### config.mk
export PLATFORM = sky130hd
export DESIGN_NAME = sdm_top
export DESIGN_NICKNAME = d
export VERILOG_FILES = /design/src/core/sdm_pkg.sv /design/src/core/sdm_top.sv
export SDC_FILE = /design/constraint.sdc
export NUM_CORES = 1
export LEC_CHECK = 0
export BUFFER_PORTS_ARGS = -buffer_cell sky130_fd_sc_hd__buf_2
export CAP_MARGIN = 10
export CORE_ASPECT_RATIO = 0.6
export CORE_MARGIN = 2
export CORE_UTILIZATION = 35
export DETAILED_ROUTE_END_ITERATION = 7
export HOLD_SLACK_MARGIN = 0.02
export PLACE_DENSITY = 0.59
export SYNTH_ARGS = -nofsm -noshare
export SYNTH_HDL_FRONTEND = slang
export SYNTH_SLANG_ARGS = --single-unit
### constraint.sdc
create_clock -name clk -period 1.7 [get_ports clk]
set_input_delay 0.255 -clock clk [delete_from_list [all_inputs] [get_ports clk]]
set_output_delay 0.255 -clock clk [all_outputs]
set_load 0.005 [all_outputs]
### src/core/sdm_pkg.sv
// sdm_pkg: frame layout, mode codes, reset values and link timing for the serial dac control.
// assumes a single 25 mhz system clock that oversamples the three-wire link.
// How it works
// - after reset the dac code is zero and the output is driven at zero volts until a good frame lands.
// - the operating mode comes from a two-bit field of the received word.
// - mode 00 is normal operation with the amplifier driving the output from the code.
// - any other mode disconnects the amplifier; modes 01 and 10 also connect a termination instead.
// - mode 01 is one kilohm to ground, mode 10 is one hundred kilohms, mode 11 is open.
// - bits 15 and 14 are ignored, bits 13 and 12 are the mode, bits 11 to 0 the code, msb first.
// - the code is unsigned straight binary from 0 to 4095.
// - a frame starts when select falls, bits are taken on falling shift clock edges, the 16th loads.
// - select rising before the 16th falling edge clears the shift state and drops the frame.
package sdm_pkg;
   localparam int          FRAME_BITS  = 16;
   localparam int          CODE_BITS   = 12;
   localparam int          MODE_HI_POS = 13;
   localparam int          MODE_LO_POS = 12;
   localparam int          CODE_MSB    = 11;
   localparam logic [11:0] CODE_RESET  = 12'h000;
   localparam logic [11:0] CODE_MAX    = 12'hFFF;
   localparam int          SYNC_HIGH_NS = 33;
   localparam int          CLK_NS       = 40;
   localparam int          SYNC_HIGH_CYC =
      ((SYNC_HIGH_NS + CLK_NS - 1) / CLK_NS) < 1 ? 1 : ((SYNC_HIGH_NS + CLK_NS - 1) / CLK_NS);
   typedef enum logic [1:0] {
      MODE_NORMAL = 2'b00,
      MODE_PD_1K  = 2'b01,
      MODE_PD_100K = 2'b10,
      MODE_PD_HIZ = 2'b11
   } sdm_mode_t;
endpackage : sdm_pkg

### src/core/sdm_top.sv
// sdm_top: receives 16-bit frames on the three-wire link and drives dac code and mode controls.
// assumes select, shift clock and data come from another clock domain and are synchronised here.
`timescale 1ns/1ps
module sdm_top (
   // system
   input  wire logic        clk,
   input  wire logic        rst_n,
   // serial link pins
   input  wire logic        sync_n,
   input  wire logic        sclk,
   input  wire logic        din,
   // dac controls
   output logic [11:0]      dac_code,
   output logic [1:0]       power_mode,
   output logic             amp_enable,
   output logic             term_1k_en,
   output logic             term_100k_en,
   output logic             load_pulse
);
   typedef enum logic [1:0] {ST_IDLE, ST_SHIFT, ST_DONE} sdm_state_t;

   logic [2:0]  sync_pipe_reg;
   logic [2:0]  sclk_pipe_reg;
   logic [1:0]  din_pipe_reg;
   logic [15:0] shift_reg;
   logic [4:0]  count_reg;
   logic [4:0]  count_next;
   logic [15:0] shift_next;
   sdm_state_t  state_reg;
   sdm_state_t  state_next;
   logic        loaded_reg;   // a complete frame has landed since reset

   // synchronised levels and edges; stage 0 only feeds stage 1
   wire sync_s    = sync_pipe_reg[1];
   wire sync_fall = sync_pipe_reg[2] & ~sync_pipe_reg[1];
   wire sync_rise = ~sync_pipe_reg[2] & sync_pipe_reg[1];
   wire sclk_fall = sclk_pipe_reg[2] & ~sclk_pipe_reg[1];
   wire din_s     = din_pipe_reg[1];
   wire take_bit  = (state_reg == ST_SHIFT) & ~sync_s & sclk_fall;
   wire last_bit  = take_bit & (count_reg == 5'(sdm_pkg::FRAME_BITS - 1));
   wire [15:0] word_next = {shift_reg[14:0], din_s}; // msb first
   wire [1:0]  mode_next = {word_next[sdm_pkg::MODE_HI_POS], word_next[sdm_pkg::MODE_LO_POS]};

   // two flop synchronisers, plus an edge stage on select and shift clock but not on data
   always_ff @(posedge clk or negedge rst_n) begin
      if (!rst_n) begin
         sync_pipe_reg <= 3'h7;
         sclk_pipe_reg <= 3'h7;   // matches the idle-high shift clock, no false fall
         din_pipe_reg  <= 2'h0;
      end else begin
         sync_pipe_reg <= {sync_pipe_reg[1:0], sync_n};
         sclk_pipe_reg <= {sclk_pipe_reg[1:0], sclk};
         din_pipe_reg  <= {din_pipe_reg[0], din};
      end
   end

   // next frame state; select high always returns to idle
   always_comb begin
      state_next = state_reg;
      if (sync_s) begin
         state_next = ST_IDLE;          // early rise drops the frame
      end else begin
         unique case (state_reg)
            ST_IDLE: begin
               if (sync_fall) begin
                  state_next = ST_SHIFT;
               end
            end
            ST_SHIFT: begin
               if (last_bit) begin
                  state_next = ST_DONE;
               end
            end
            ST_DONE: begin
               state_next = ST_DONE;     // extra edges ignored
            end
         endcase
      end
   end

   // bit counter and shift register: cleared while select is high, stepped per taken bit
   assign count_next = sync_s   ? 5'h00 :
                       take_bit ? count_reg + 5'h01 :
                                  count_reg;
   assign shift_next = sync_s   ? 16'h0000 :
                       take_bit ? word_next :
                                  shift_reg;

   // frame state registers
   always_ff @(posedge clk or negedge rst_n) begin
      if (!rst_n) begin
         state_reg <= ST_IDLE;
         count_reg <= 5'h00;
         shift_reg <= 16'h0000;
      end else begin
         state_reg <= state_next;
         count_reg <= count_next;
         shift_reg <= shift_next;
      end
   end

   // decode of the incoming word for the output registers
   wire [sdm_pkg::CODE_BITS-1:0] code_next  = word_next[sdm_pkg::CODE_MSB:0];
   wire                          amp_next   = (mode_next == sdm_pkg::MODE_NORMAL);
   wire                          t1k_next   = (mode_next == sdm_pkg::MODE_PD_1K);
   wire                          t100k_next = (mode_next == sdm_pkg::MODE_PD_100K);

   // output registers load only on the 16th edge
   always_ff @(posedge clk or negedge rst_n) begin
      if (!rst_n) begin
         dac_code     <= sdm_pkg::CODE_RESET;
         power_mode   <= sdm_pkg::MODE_NORMAL;
         amp_enable   <= 1'b1;
         term_1k_en   <= 1'b0;
         term_100k_en <= 1'b0;
         load_pulse   <= 1'b0;
      end else begin
         load_pulse <= last_bit;
         if (last_bit) begin
            dac_code     <= code_next;   // straight binary
            power_mode   <= mode_next;
            amp_enable   <= amp_next;
            term_1k_en   <= t1k_next;
            term_100k_en <= t100k_next;
         end
      end
   end

   // remembers that a complete frame has landed since reset
   always_ff @(posedge clk or negedge rst_n) begin
      if (!rst_n) begin
         loaded_reg <= 1'b0;
      end else if (last_bit) begin
         loaded_reg <= 1'b1;
      end
   end
endmodule : sdm_top

==> run metrics, run 1 <==
Chip Height a little over 60 um; Num Clock Sinks between 40 and 50; RePlAce Congestion between 0.6 and 0.7; slew margin rel. ~62%; wire per inst around 13 um; most frequent cells in the layout dfrtp_1, nand2_1, buf_2; clk slew on worst S/H paths around 80 ps; CP Capture Point dac_code[9]; Skew-Pair Late Insertion Delay 290 ps; Worst Setup SP count_reg[0]; H-tree depth 2; Final WS setup about 18 ps; Worst setup EP type flop; row cnt 20; synth top area cells dfrtp_1, dfstp_2, mux2_4, nand2_1, a21oi_1; worst slew pin tran 577 ps; drt total wl 3430 um; synth warn 0; post-route setup TNS 0 ps; crit path launch type flop; number of global-route vias before repair ~1,300; CP arrival between 1500 and 2000 ps; Port Buf Inserts 22; die width a little under 100 um; Final Hold Slack roughly 27 ps; max-cap check violation count 0; filler cell count 493; post-synthesis cell type count 32; final hold violations 0; Net Count, Synth approximately 160; Ports 23; Critical-path top delay cell dfrtp_1; first-pass GRT wire length 5840 um; Antenna Cells 0; Syn Area/Cell ~12 um2; Synth area leader dfrtp_1; Layout Cells excl Fill between 200 and 300; crit-path cells ha_2 -> and3_4 -> ha_4 -> nand3b_4 -> nor2_8 -> buf_12 -> mux2_4; Final period util a little over nine tenths; Clock Tree Buf Depth 2; Placed Instances roughly 250; WP depth 7; Worst R2R Start count_reg[0]; starting DRC count in detailed routing 38; Final nets between 150 and 200; post-synth top area share between 50% and 60%; Worst R2R End dac_code[9]; Cell Pwr Density a little over 900 mW/mm2; max reg flops 13; Vias around 1,200; pre-CTS setup slack 20.5 ps; RSZ-0062 raised after global routing true; CTS tree yes; Clock Skew 5.79 ps; commonest non-fill, non-tap cell in the layout dfrtp_1; GR Overflow Total 0; critical path type reg2reg; hold crit path type in2async; Post-Syn Area around 0.0019 mm2; total core area ~0.0052 mm2; initial core utilization around 37%; Area growth, synth to finish 19.6%; layout cells sized above 1 between 30% and 40%; HPWL after DPL 2310 um; initial antenna violation count 0; Max Slew Vio Count 0; final setup fails 0; Die Area between 0.006 and 0.007 mm2; Antenna Violating Nets Remaining 0; Crit path buffers/inverters 1; crit path max fanout 10; GRT Overall Usage about 12%; Mapped Cells 154; DRC 0; part of the Yosys area used for sequential elements 60.8%; area of placed instances 0.00217 mm2; Fmax achieved between 500 and 600 MHz; Worst R2R Path Depth 7; critical path's top delay family simple AND/OR/NAND/NOR gates; vias per cell about 4.8; P_leak 1.10 nW; maximum VDD drop roughly 0.27 mV; reg2reg setup slack about 18 ps; largest net degree at the start of global routing 47; minimum clock period between 1500 and 2000 ps; Seq cells post-synth 46; Num CTS Buffers 5; CTS root buf clkbuf_8; Pre-antenna DRT Iters 4; critical path required time 1880 ps; cell area after layout approximately 0.0023 mm2; peak per-stage delay on the critical path 370 ps; run status finished, final reports clean
[worst min-delay path by stage]
stage	cells after the start	startpoint	slack, ps	end
floorplan	0	rst_n	-40	count_reg[0]
detailed placement	0	din_pipe_reg[0]	340	din_pipe_reg[1]
global placement	0	din_pipe_reg[0]	330	din_pipe_reg[1]
finish	2	rst_n	30	state_reg[0]
CTS	1	sync_n	50	sync_pipe_reg[0]
global route	1	sync_n	50	sync_pipe_reg[0]
[timing repair]
action / 4_1_cts / 5_1_grt
gates resized for setup: 0 / 5
buffers inserted: 0 / 2
endpoints found under the setup margin: 0 / 15
hold buffers: 0 / 0
[per-layer routing]
layer,vias to the layer above,track usage (%),part of all wire [%]
met2,35,19.2,45
met1,595,16.4,48
met4,0,6.46,1.9
met5,-,0,0
met3,7,3.52,5.8
li1,590,-,-
[cell families (layout without fill, tap and decap cells)]
kind of cell | count (synthesis) | count (layout) | share of synthesized area [%]
flops | 46 | 46 | 60.8
mux | 14 | 14 | 10.0
simple gates | 46 | 46 | 12.9
buf+inv | 14 | 49 | 4.33
xor+xnor | 1 | 1 | 0.459
fa+ha+maj | 4 | 4 | 2.62
compound gates | 29 | 29 | 8.86
[power by group]
part | switching (mW) | internal, mW | leakage, nW | total (mW)
Combinational | 0.177 | 0.123 | 0.453 | 0.300
Sequential | 0.0214 | 1.14 | 0.612 | 1.16
Clock | 0.340 | 0.284 | 0.0383 | 0.623
[layout make-up]
cell class / instances / area (um2) / area share, %
sequential: 46 / 1160 / 50.9
multi-input combinational: 94 / 703 / 30.8
timing repair buffer: 35 / 233 / 10.2
tap: 66 / 82.6 / 3.62
clock buffer: 7 / 76.3 / 3.35
inverter: 7 / 26.3 / 1.15
[cells in the mapped netlist (all sizes together)]
library cell and n:
nand2 29, nand3b 2, dfrtp 39, xnor2 1
nor2b 1, and3 1, mux2 14, nand2b 3
nand3 1, clkbuf 1, a2111oi 1, nor3 1
a211o 1, o22ai 1, o21ai 5, or3 3
and3b 2, dfstp 7, ha 4, inv 7
o22a 1, buf 6, o41ai 3, nor2 3
a21oi 17
[metrics by stage]
step	total power [mW]	utilization, %
3_3_place_gp	1.46	42.1
2_1_floorplan	1.38	-
4_1_cts	2.10	43.6
6_report	2.08	44.2
3_5_place_dp	1.47	42.1
5_1_grt	2.19	44.2
Note: power is estimated with default switching activity, not from simulation.
==> inputs of run 2 (changes only) <==
--- a/config.mk
+++ b/config.mk
@@ -8,5 +8,5 @@
 export BUFFER_PORTS_ARGS = -buffer_cell sky130_fd_sc_hd__buf_2
 export CAP_MARGIN = 10
-export CORE_ASPECT_RATIO = 0.6
+export CORE_ASPECT_RATIO = 0.7
 export CORE_MARGIN = 2
 export CORE_UTILIZATION = 35
==> constraint.sdc (replaced) <==
create_clock -name clk -period 1.7 [get_ports clk]
set_input_delay 0.51 -clock clk [delete_from_list [all_inputs] [get_ports clk]]
set_output_delay 0.51 -clock clk [all_outputs]
set_load 0.005 [all_outputs]
==> run metrics, run 2 (synthesized netlist as in run 1, its figures left out) <==
GR Overflow Total 0; Vias 1,216; GRT Overall Usage approximately an eighth; Clock Tree Buf Depth 2; Antenna Cells 0; total power approximately 2.5 mW; first-pass GRT wire length roughly 5600 um; Antenna Violating Nets Remaining 0; final hold violations 0; hold crit path type in2async; initial antenna violation count 0; Num CTS Buffers 5; crit-path cells ha_2 -> and3_4 -> ha_4 -> nand3b_4 -> nor2_8 -> clkbuf_16 -> mux2_4; CTS tree yes; crit path max fanout 4; pre-CTS setup slack between 10 and 15 ps; number of global-route vias before repair 1,159; P_leak about 1.1 nW; clk slew on worst S/H paths about 80 ps; area of placed instances roughly 0.0022 mm2; max reg flops 13; crit path launch type flop; Skew-Pair Late Insertion Delay 290 ps; Worst setup EP type flop; critical path type reg2reg; max-cap check violation count 0; Final nets slightly below 200; CTS root buf clkbuf_8; Worst R2R Start count_reg[0]; peak per-stage delay on the critical path 360 ps; drt total wl roughly 3300 um; critical path required time ~1900 ps; minimum clock period roughly 1700 ps; Pre-antenna DRT Iters 4; RePlAce Congestion slightly below 0.8; slew margin rel. 75.9%; Crit path buffers/inverters 1; commonest non-fill, non-tap cell in the layout dfrtp_1; critical path's top delay family simple AND/OR/NAND/NOR gates; cell area after layout 0.00238 mm2; wire per inst ~13 um; worst slew pin tran approximately 360 ps; Num Clock Sinks between 40 and 50; H-tree depth 2; Ports 23; initial core utilization 36.3%; Clock Skew about 4.5 ps; Area growth, synth to finish 24.7%; largest net degree at the start of global routing 47; DRC 0; HPWL after DPL between 2000 and 2500 um; starting DRC count in detailed routing a little over 80; row cnt 22; most frequent cells in the layout dfrtp_1, nand2_1, buf_2; final setup fails 0; Die Area between 0.006 and 0.007 mm2; fin util 45.2%; Fmax achieved about 590 MHz; Chip Height roughly 66 um; Final WS setup about 6.8 ps; run status finished, final reports clean; Port Buf Inserts 22; vias per cell about 4.6; RSZ-0062 raised after global routing true; Critical-path top delay cell dfrtp_1; CP arrival around 1900 ps; Final period util 99.6%; Max Slew Vio Count 0; Worst Setup SP count_reg[0]; Cell Pwr Density approximately 1000 mW/mm2; maximum VDD drop 0.335 mV; total core area between 0.005 and 0.006 mm2; layout cells sized above 1 37.2%; die width roughly 90 um
## run 2: power breakdown
group,total [mW],switching [mW],internal [mW],leakage (nW)
clock,0.990,0.363,0.627,0.0714
sequential,1.16,0.0213,1.14,0.612
combinational,0.317,0.181,0.136,0.463
total,2.46,0.565,1.90,1.15
## run 2: layer usage
layer,up-vias,track usage [%],part of all wire [%]
li1,598,-,-
met5,-,0,0
met1,593,16.7,51
met3,2,3.78,3.9
met4,0,4.10,0.42
met2,23,17.8,44
## run 2: cell type report
type | instances | area (um2)
fill | 496 | 2880
inverter | 7 | 26.3
clock buffer | 6 | 82.6
timing repair buffer | 36 | 274
clock inverter | 2 | 60.1
sequential | 46 | 1160
multi-input combinational | 94 | 686
tap | 72 | 90.1
## run 2: what timing repair did
| action | 4_1_cts | 5_1_grt |
|---|---|---|
| resized for setup | 0 | 2 |
| pin swaps | 0 | 0 |
| endpoints found under the setup margin | 2 | 11 |
| gates cloned | 0 | 1 |
| buffers inserted | 0 | 2 |
| hold buffers | 0 | 0 |
## run 2: final timing paths
path                                    end  slack (ps)  cells past startpoint
max reg2reg                     dac_code[2]           7                      7
min in group clk           sync_pipe_reg[0]         310                      1
max                             dac_code[2]           7                      7
min reg2reg                 din_pipe_reg[1]         360                      0
max in group asynchronous  sclk_pipe_reg[2]        1240                      2
min                            count_reg[2]         180                      2
## run 2: metrics by stage
stage,setup TNS (ps),cells,hold WS (ps)
floorplan,0,154,214
global placement,0,252,336
detailed placement,0,252,337
CTS,-1.35,260,189
global route,-429,263,194
finish,0,263,182
